[src/pkg/stop_seq_pkg.sv]
// Constants and types shared by the servo alarm and stop sequencer.
// How it works
// - Opening the forced-stop contact enters forced stop, turns the servo off and applies the dynamic brake.
// - Closing the forced-stop contact again leaves the forced-stop state.
// - Any alarm shuts off the power-stage drive at once.
// - An alarm clears on a control-power failure of 40 ms or more, an error reset or a CPU reset.
// - Clear requests are ignored while the alarm cause is still present.
// - The overcurrent alarm (32) removes drive without the dynamic brake.
// - Loss of control power leaves the dynamic brake off so the motor coasts.
// - Overload is reported as code 50 for class one and 51 for class two.
// - Control power returning after a failure of 40 ms or more raises undervoltage (10).
// - A bus voltage at or below 20 V DC also raises undervoltage.
// - A control-power failure that persists clears the alarm and returns to the initial state.
// - With control power on and main power off a warning shows until main power comes on.
// - Servo-on is accepted only about 1 s after main power comes on.
// - Forced stop shows a dedicated forced-stop warning code.
`default_nettype none
package stop_seq_pkg;
  localparam int unsigned CLK_HZ          = 10_000_000;
  localparam int unsigned PFAIL_MS        = 40;
  localparam int unsigned SON_DELAY_MS    = 1000;
  localparam int unsigned PFAIL_CYC       = CLK_HZ / 1000 * PFAIL_MS;
  localparam int unsigned SON_DELAY_CYC   = CLK_HZ / 1000 * SON_DELAY_MS;
  localparam int unsigned CNT_W           = 24;
  localparam logic [7:0]  CODE_NONE       = 8'h00;
  localparam logic [7:0]  CODE_UNDERVOLT  = 8'h10;
  localparam logic [7:0]  CODE_OVERCUR    = 8'h32;
  localparam logic [7:0]  CODE_OVERLOAD1  = 8'h50;
  localparam logic [7:0]  CODE_OVERLOAD2  = 8'h51;
  localparam logic [7:0]  CODE_WARN_MAIN  = 8'hE9;
  localparam logic [7:0]  CODE_WARN_STOP  = 8'hE6;

  typedef enum logic [3:0] {
    ST_IDLE  = 4'b0001,
    ST_RUN   = 4'b0010,
    ST_STOP  = 4'b0100,
    ST_ALARM = 4'b1000
  } seq_state_t;

  typedef struct packed {
    logic overcurrent;
    logic overload1;
    logic overload2;
    logic bus_low;
  } fault_in_t;

  typedef struct packed {
    logic error_reset;
    logic cpu_reset;
  } clear_req_t;
endpackage
`default_nettype wire

[src/hdl/sync2.sv]
// Two-flop synchroniser for a bundle of asynchronous levels.
`default_nettype none
module sync2 #(
  parameter int unsigned W = 1
) (
  input  wire logic         ref_clk,
  input  wire logic         rst_n,
  input  wire logic         ce,
  input  wire logic [W-1:0] d,
  output logic      [W-1:0] q
);
  logic [W-1:0] meta_r;
  logic [W-1:0] meta_nxt;
  logic [W-1:0] q_nxt;

  always_comb begin
    meta_nxt = d;
    q_nxt    = meta_r;
  end

  always_ff @(posedge ref_clk or negedge rst_n) begin
    if (!rst_n) begin
      meta_r <= '0;
      q      <= '0;
    end else if (ce) begin
      meta_r <= meta_nxt;
      q      <= q_nxt;
    end
  end
endmodule
`default_nettype wire

[src/hdl/servo_alarm_stop_sequencer.sv]
// Forced stop, alarm and power-up sequencing for a servo amplifier.
`default_nettype none
module servo_alarm_stop_sequencer
  import stop_seq_pkg::*;
(
  input  wire logic       ref_clk,
  input  wire logic       rst_n,
  input  wire logic       clk_en,
  input  wire logic       forced_stop_input,
  input  wire logic       main_power_input,
  input  wire logic       control_power_input,
  input  wire logic       servo_on_command,
  input  wire clear_req_t clear_req,
  input  wire fault_in_t  fault_in,
  output logic            base_drive_on,
  output logic            dyn_brake_on,
  output logic            alarm_active,
  output logic [7:0]      alarm_code,
  output logic [7:0]      display_code,
  output logic            forced_stop_active,
  output logic            main_power_warning,
  output logic            son_ready
);
  // ==========================================================
  // Input synchronisation
  // ==========================================================
  // All levels here come from pins or a foreign controller.
  localparam int unsigned NSYNC = 10;
  logic [NSYNC-1:0] raw_in;
  logic [NSYNC-1:0] syn;
  logic       stop_closed;
  logic       main_on;
  logic       ctrl_on;
  logic       son_cmd;
  logic       err_rst;
  logic       cpu_rst;
  fault_in_t  flt;

  // The forced-stop contact travels inverted, so that the reset value of the
  // synchroniser reads as a closed contact and no false stop follows reset.
  assign raw_in = {~forced_stop_input, main_power_input, control_power_input,
                   servo_on_command, clear_req.error_reset,
                   clear_req.cpu_reset, fault_in};

  sync2 #(.W(NSYNC)) u_sync (
    .ref_clk (ref_clk),
    .rst_n   (rst_n),
    .ce      (clk_en),
    .d       (raw_in),
    .q       (syn)
  );

  assign stop_closed = ~syn[9];
  assign main_on     = syn[8];
  assign ctrl_on     = syn[7];
  assign son_cmd     = syn[6];
  assign err_rst     = syn[5];
  assign cpu_rst     = syn[4];
  assign flt         = fault_in_t'(syn[3:0]);

  // ==========================================================
  // Control power loss timer
  // ==========================================================
  logic [CNT_W-1:0] off_cnt_r;
  logic [CNT_W-1:0] off_cnt_nxt;
  logic             ctrl_on_r;
  logic             ctrl_on_nxt;
  logic             long_fail_r;
  logic             long_fail_nxt;
  logic             uv_return;

  always_comb begin
    off_cnt_nxt   = off_cnt_r;
    long_fail_nxt = long_fail_r;
    ctrl_on_nxt   = ctrl_on;
    uv_return     = 1'b0;
    if (!ctrl_on) begin
      if (off_cnt_r != CNT_W'(PFAIL_CYC))
        off_cnt_nxt = off_cnt_r + CNT_W'(1);
      else
        long_fail_nxt = 1'b1;
    end else begin
      off_cnt_nxt   = '0;
      long_fail_nxt = 1'b0;
      // Return of control power after a long failure.
      uv_return = ctrl_on && !ctrl_on_r && long_fail_r;
    end
  end

  always_ff @(posedge ref_clk or negedge rst_n) begin
    if (!rst_n) begin
      off_cnt_r   <= '0;
      long_fail_r <= 1'b0;
      ctrl_on_r   <= 1'b0;
    end else if (clk_en) begin
      off_cnt_r   <= off_cnt_nxt;
      long_fail_r <= long_fail_nxt;
      ctrl_on_r   <= ctrl_on_nxt;
    end
  end

  // ==========================================================
  // Main power delay before servo-on
  // ==========================================================
  logic [CNT_W-1:0] on_cnt_r;
  logic [CNT_W-1:0] on_cnt_nxt;
  logic             son_ok;

  always_comb begin
    on_cnt_nxt = on_cnt_r;
    if (!main_on || !ctrl_on)
      on_cnt_nxt = '0;
    else if (on_cnt_r != CNT_W'(SON_DELAY_CYC))
      on_cnt_nxt = on_cnt_r + CNT_W'(1);
  end

  assign son_ok = (on_cnt_r == CNT_W'(SON_DELAY_CYC));

  always_ff @(posedge ref_clk or negedge rst_n) begin
    if (!rst_n)
      on_cnt_r <= '0;
    else if (clk_en)
      on_cnt_r <= on_cnt_nxt;
  end

  // ==========================================================
  // Alarm capture and clearing
  // ==========================================================
  logic       cause_now;
  logic [7:0] cause_code;
  logic [7:0] code_r;
  logic [7:0] code_nxt;
  logic       alm_r;
  logic       alm_nxt;
  logic       clear_hit;

  always_comb begin
    cause_now  = 1'b1;
    cause_code = CODE_NONE;
    if (flt.overcurrent)
      cause_code = CODE_OVERCUR;
    else if (flt.overload2)
      cause_code = CODE_OVERLOAD2;
    else if (flt.overload1)
      cause_code = CODE_OVERLOAD1;
    else if (flt.bus_low || uv_return)
      cause_code = CODE_UNDERVOLT;
    else
      cause_now = 1'b0;
  end

  // A reset only counts once the cause has gone away.
  assign clear_hit = (err_rst || cpu_rst) && !cause_now;

  always_comb begin
    alm_nxt  = alm_r;
    code_nxt = code_r;
    if (!ctrl_on) begin
      // Control power gone past the 40 ms failure time: alarm state is dropped for a fresh start.
      if (long_fail_r) begin
        alm_nxt  = 1'b0;
        code_nxt = CODE_NONE;
      end
    end else if (cause_now && !alm_r) begin
      alm_nxt  = 1'b1;
      code_nxt = cause_code;
    end else if (alm_r && clear_hit) begin
      alm_nxt  = 1'b0;
      code_nxt = CODE_NONE;
    end
  end

  always_ff @(posedge ref_clk or negedge rst_n) begin
    if (!rst_n) begin
      alm_r  <= 1'b0;
      code_r <= CODE_NONE;
    end else if (clk_en) begin
      alm_r  <= alm_nxt;
      code_r <= code_nxt;
    end
  end

  // ==========================================================
  // Sequencer state machine
  // ==========================================================
  seq_state_t st_r;
  seq_state_t st_nxt;

  always_comb begin
    st_nxt = st_r;
    case (st_r)
      ST_IDLE: begin
        if (alm_nxt)
          st_nxt = ST_ALARM;
        else if (!stop_closed)
          st_nxt = ST_STOP;
        else if (son_cmd && son_ok)
          st_nxt = ST_RUN;
      end
      ST_RUN: begin
        if (alm_nxt)
          st_nxt = ST_ALARM;
        else if (!stop_closed)
          st_nxt = ST_STOP;
        else if (!son_cmd || !son_ok)
          st_nxt = ST_IDLE;
      end
      ST_STOP: begin
        if (alm_nxt)
          st_nxt = ST_ALARM;
        else if (stop_closed)
          st_nxt = ST_IDLE;
      end
      ST_ALARM: begin
        if (!alm_nxt)
          st_nxt = ST_IDLE;
      end
      default: st_nxt = ST_IDLE;
    endcase
  end

  always_ff @(posedge ref_clk or negedge rst_n) begin
    if (!rst_n)
      st_r <= ST_IDLE;
    else if (clk_en)
      st_r <= st_nxt;
  end

  // ==========================================================
  // Registered outputs
  // ==========================================================
  logic       drive_nxt;
  logic       brake_nxt;
  logic       warn_nxt;
  logic [7:0] disp_nxt;

  always_comb begin
    drive_nxt = (st_nxt == ST_RUN);
    brake_nxt = 1'b0;
    if (ctrl_on) begin
      // No brake on overcurrent or without control power.
      if (st_nxt == ST_STOP)
        brake_nxt = 1'b1;
      else if (st_nxt == ST_ALARM && code_nxt != CODE_OVERCUR)
        brake_nxt = 1'b1;
    end
    warn_nxt = ctrl_on && !main_on;
    if (st_nxt == ST_ALARM)
      disp_nxt = code_nxt;
    else if (st_nxt == ST_STOP)
      disp_nxt = CODE_WARN_STOP;
    else if (warn_nxt)
      disp_nxt = CODE_WARN_MAIN;
    else
      disp_nxt = CODE_NONE;
  end

  always_ff @(posedge ref_clk or negedge rst_n) begin
    if (!rst_n) begin
      base_drive_on      <= 1'b0;
      dyn_brake_on       <= 1'b0;
      alarm_active       <= 1'b0;
      alarm_code         <= CODE_NONE;
      display_code       <= CODE_NONE;
      forced_stop_active <= 1'b0;
      main_power_warning <= 1'b0;
      son_ready          <= 1'b0;
    end else if (clk_en) begin
      base_drive_on      <= drive_nxt;
      dyn_brake_on       <= brake_nxt;
      alarm_active       <= alm_nxt;
      alarm_code         <= code_nxt;
      display_code       <= disp_nxt;
      forced_stop_active <= (st_nxt == ST_STOP);
      main_power_warning <= warn_nxt;
      son_ready          <= son_ok;
    end
  end
endmodule
`default_nettype wire

[config.mk]
export PLATFORM = sky130hd
export DESIGN_NAME = servo_alarm_stop_sequencer
export DESIGN_NICKNAME = d
export VERILOG_FILES = /design/src/pkg/stop_seq_pkg.sv /design/src/hdl/sync2.sv /design/src/hdl/servo_alarm_stop_sequencer.sv
export SDC_FILE = /design/constraint.sdc
export NUM_CORES = 1
export LEC_CHECK = 0
export BUFFER_PORTS_ARGS = -buffer_cell sky130_fd_sc_hd__buf_4
export CORE_ASPECT_RATIO = 1.5
export CORE_MARGIN = 3
export CORE_UTILIZATION = 60
export CTS_BUF_LIST = sky130_fd_sc_hd__clkbuf_8 sky130_fd_sc_hd__clkbuf_16
export DETAILED_ROUTE_END_ITERATION = 8
export GPL_TIMING_DRIVEN = 1
export PLACE_DENSITY_LB_ADDON = 0.05
export SETUP_SLACK_MARGIN = 0.15
export SLEW_MARGIN = 20
export SYNTH_ARGS = -nofsm -noshare
export SYNTH_HDL_FRONTEND = slang
export SYNTH_SLANG_ARGS = --single-unit
export TNS_END_PERCENT = 100
[constraint.sdc]
create_clock -name ref_clk -period 2.8 [get_ports ref_clk]
set_clock_uncertainty 0.05 [all_clocks]
set_input_delay 0.28 -clock ref_clk [delete_from_list [all_inputs] [get_ports ref_clk]]
set_output_delay 0.28 -clock ref_clk [all_outputs]
set_load 0.1 [all_outputs]
==> flow_summary.toml <==
[run_status]
status = "complete, no violations"

[clock_tree]
cts_setup_buffers = 0
clk_pin_slew_worst_paths_ps = 60
cts_buffer_depth = 2
cts_tree = "built"
cts_buffers = 9
clock_sinks = 96
cts_max_level = 3
clkLatencyLatePin_ps = 340
postCtsResizedCells = 0
cts-root-buf = "clkbuf_16"

[grt]
gr-usage-all-layers_pct = 24.8
grtUsageMet2_pct = 42.9
grt_max_degree = 50
grt_pass1_wl_um = 18000
use_met1_pct = 29.3
grt.met3_usage_pct = 4.86
grt.overflow.total = 0
grt_antenna_before_repair = 0
grt_pass1_vias = 3891
grt.busiest_layer = "met2"

[logic_synthesis]
avgSynthCellArea_um2 = 9.56
synth_cell_type_count = 56
synth_top_area_share_pct = 48.7
synthFlopType = "dfrtp_1"
synth-seq-area-share_pct = 49.2
synthCells = 511
yosys-top-cells-area = "dfrtp_1 (49%), mux2_2 (4.6%), nor2_1 (3.5%), o21ai_0 (3.5%), xnor2_1 (3.0%)"
ys_ff_latch = 96
yosys_warnings = 0
async_reset_ff_share_pct = 100
synth_top_cell_by_area = "dfrtp_1"
synth_edf_count = 0
synthesis.area_um2 = 4880
syn-num-nets = 528

[routing]
route.detailed.drc = 0
vias = 3929
postRouteAntennaNets = 0
drt_iter0_markers = 240
viasPerCell = 6.07
drtPass1Iterations = 4
wl_per_cell_um = 16.2
drt-total-wl_um = 10500

[sta]
fmax_mhz = 436
rsz0062_at_grt = "false"
period_share_pct = 82.0
setup-violations-final = 0
tns_ps = 0
period_minus_slack_ps = 2300
maxSlewHeadroom_pct = 53.7
drv_slew = 0
worstMarginPinSlew_ps = 689
final-hold-violation-count = 0

[floorplanning]
fp.dieH_um = 116
ios = 35
fp-row-count = 39
die-area_um2 = 9280
start_util_pct = 62.9
coreArea_um2 = 7760
fp.dieW_um = 79.7

[final_layout]
antenna_cells = 0
areaGrowthSynthToFinish_pct = 13.0
fin_util_pct = 71.1
final_net_count = 557
drive_gt1_share_pct = 15.4

[min_path]
min_path_type = "input port to flop"

[critical_path]
cp.required_ps = 2980
worstPathMaxFanout = 15
crit_type = "flop to flop"
crit_arrival_ps = 2480
worstSetupStartpointType = "flop"
critPathCaptureType = "flop"

[placement]
numPortBuffers = 34
dp_hpwl_um = 7350
gp_congestion = 0.892

[pwr]
p_leak_nw = 2.31
powerDensity_nw_per_um2 = 735
ir_worst_vdd_uv = 487

[job]
maxCapViolCount = 0
[path summary, 6_finish.rpt]
kind | start | to | slack, ps | cells after the start
worst max-delay path | on_cnt_r[4]$_DFFE_PN0P_ | on_cnt_r[22]$_DFFE_PN0P_ | 500 | 5
worst min-delay path | forced_stop_input | u_sync.meta_r[9]$_DFFE_PN0P_ | 60 | 2
worst max register to register | on_cnt_r[4]$_DFFE_PN0P_ | on_cnt_r[22]$_DFFE_PN0P_ | 500 | 5
worst min register to register | u_sync.meta_r[9]$_DFFE_PN0P_ | u_sync.meta_r[9]$_DFFE_PN0P_ | 440 | 2
max in group asynchronous | rst_n | off_cnt_r[11]$_DFFE_PN0P_ | 1500 | 3
min in group asynchronous | rst_n | alarm_code[7]$_DFFE_PN0P_ | 440 | 2
[repair_timing]
action | 4_1_cts | 5_1_grt
hold buffers | 1 | 0
endpoints found under the hold margin | 46 | 0
endpoints found under the setup margin | 0 | 0
[per-layer routing]
| layer | routed length [um] | part of all wire [%] | up-vias |
|---|---|---|---|
| met5 | 0 | 0 | - |
| met4 | 290 | 2.8 | 0 |
| met3 | 444 | 4.2 | 24 |
| met2 | 5300 | 51 | 99 |
| met1 | 4440 | 42 | 1915 |
| li1 | - | - | 1891 |
[synth_stat cells, types with 3 or more instances]
| cell type | number |
|---|---|
| dfrtp_1 | 95 |
| nor2_1 | 46 |
| nand2_1 | 39 |
| o21ai_0 | 34 |
| a21oi_1 | 26 |
| inv_1 | 24 |
| nand3_1 | 23 |
| mux2_2 | 20 |
| clkbuf_1 | 17 |
| nand4_1 | 17 |
| xnor2_1 | 17 |
| or3_1 | 14 |
| nor3_1 | 13 |
| nor4_1 | 13 |
| xor2_1 | 10 |
| o21ai_1 | 9 |
| and4_1 | 7 |
| or4_1 | 6 |
| and3_1 | 5 |
| a22o_1 | 4 |
| and2_1 | 4 |
| ha_1 | 4 |
| nor2b_1 | 4 |
| nor3b_1 | 4 |
| o21a_1 | 4 |
| a21o_1 | 3 |
| a31oi_1 | 3 |
| buf_1 | 3 |
| o211ai_1 | 3 |
| o31ai_1 | 3 |
[power breakdown]
group	switching (mW)	internal, mW
sequential	0.146	1.53
clock	0.501	0.705
combinational	0.853	0.319
total	1.50	2.56
[flip-flops by register name, indices dropped and copies added (netlist names)]
name                flops
u_sync.meta_r          10
base_drive_on           1
alarm_active            1
long_fail_r             1
off_cnt_r              24
st_r                    4
son_ready               1
u_sync.q               10
display_code            8
main_power_warning      1
forced_stop_active      1
alarm_code              8
on_cnt_r               24
dyn_brake_on            1
ctrl_on_r               1
[worst max-delay path, cell delays in order, from the launching register on]
cell	delay [ps]
dfrtp_1	440
or4_1	530
or3_4	380
o31ai_4	500
nor3_1	100
o21a_1	180
[area by class of cell]
cell class	count	area [um^2]
clock inverter	6	52.6
inverter	24	90.1
tap	102	128
clock buffer	10	239
sequential	96	2400
fill	598	2240
multi-input combinational	367	2290
timing repair buffer	42	318
[through the flow]
stage          area, um^2  power, mW  hold slack, ps  instances  setup slack, ps
2_1_floorplan        4880       2.57           -65.6        511              429
3_3_place_gp         5220       2.85             276        630              558
3_5_place_dp         5220       2.87             284        630              533
4_1_cts              5520       4.08            56.3        647              515
5_1_grt              5520       4.24            57.1        647              376
6_report             5520       4.06            61.4        647              505
[cell usage in the layout (no fill, tap or decap), drive strengths merged, types with 3 or more instances in the layout]
cell type	instances
a21o	3
a21oi	26
a22o	4
a31o	3
a31oi	3
and2	4
and3	5
and4	7
buf	41
clkbuf	10
clkinv	3
dfrtp	95
ha	4
inv	26
mux2	20
nand2	39
nand3	23
nand4	17
nor2	46
nor2b	4
nor3	13
nor3b	4
nor4	15
o211ai	3
o21a	4
o21ai	43
o31ai	4
or2	4
or3	15
or4	6
xnor2	17
xor2	10
[kinds of logic after synthesis]
| group | synth area share (%) |
|---|---|
| and+or+nand+nor | 22.7 |
| DFF | 49.2 |
| xor gates and xnor gates | 4.84 |
| buffers and inverters | 3.92 |
| muxes | 4.61 |
| adders and majority gates | 1.02 |
| AOI/OAI and AO/OA | 13.7 |
No activity file was read; power rests on OpenSTA's default activity.
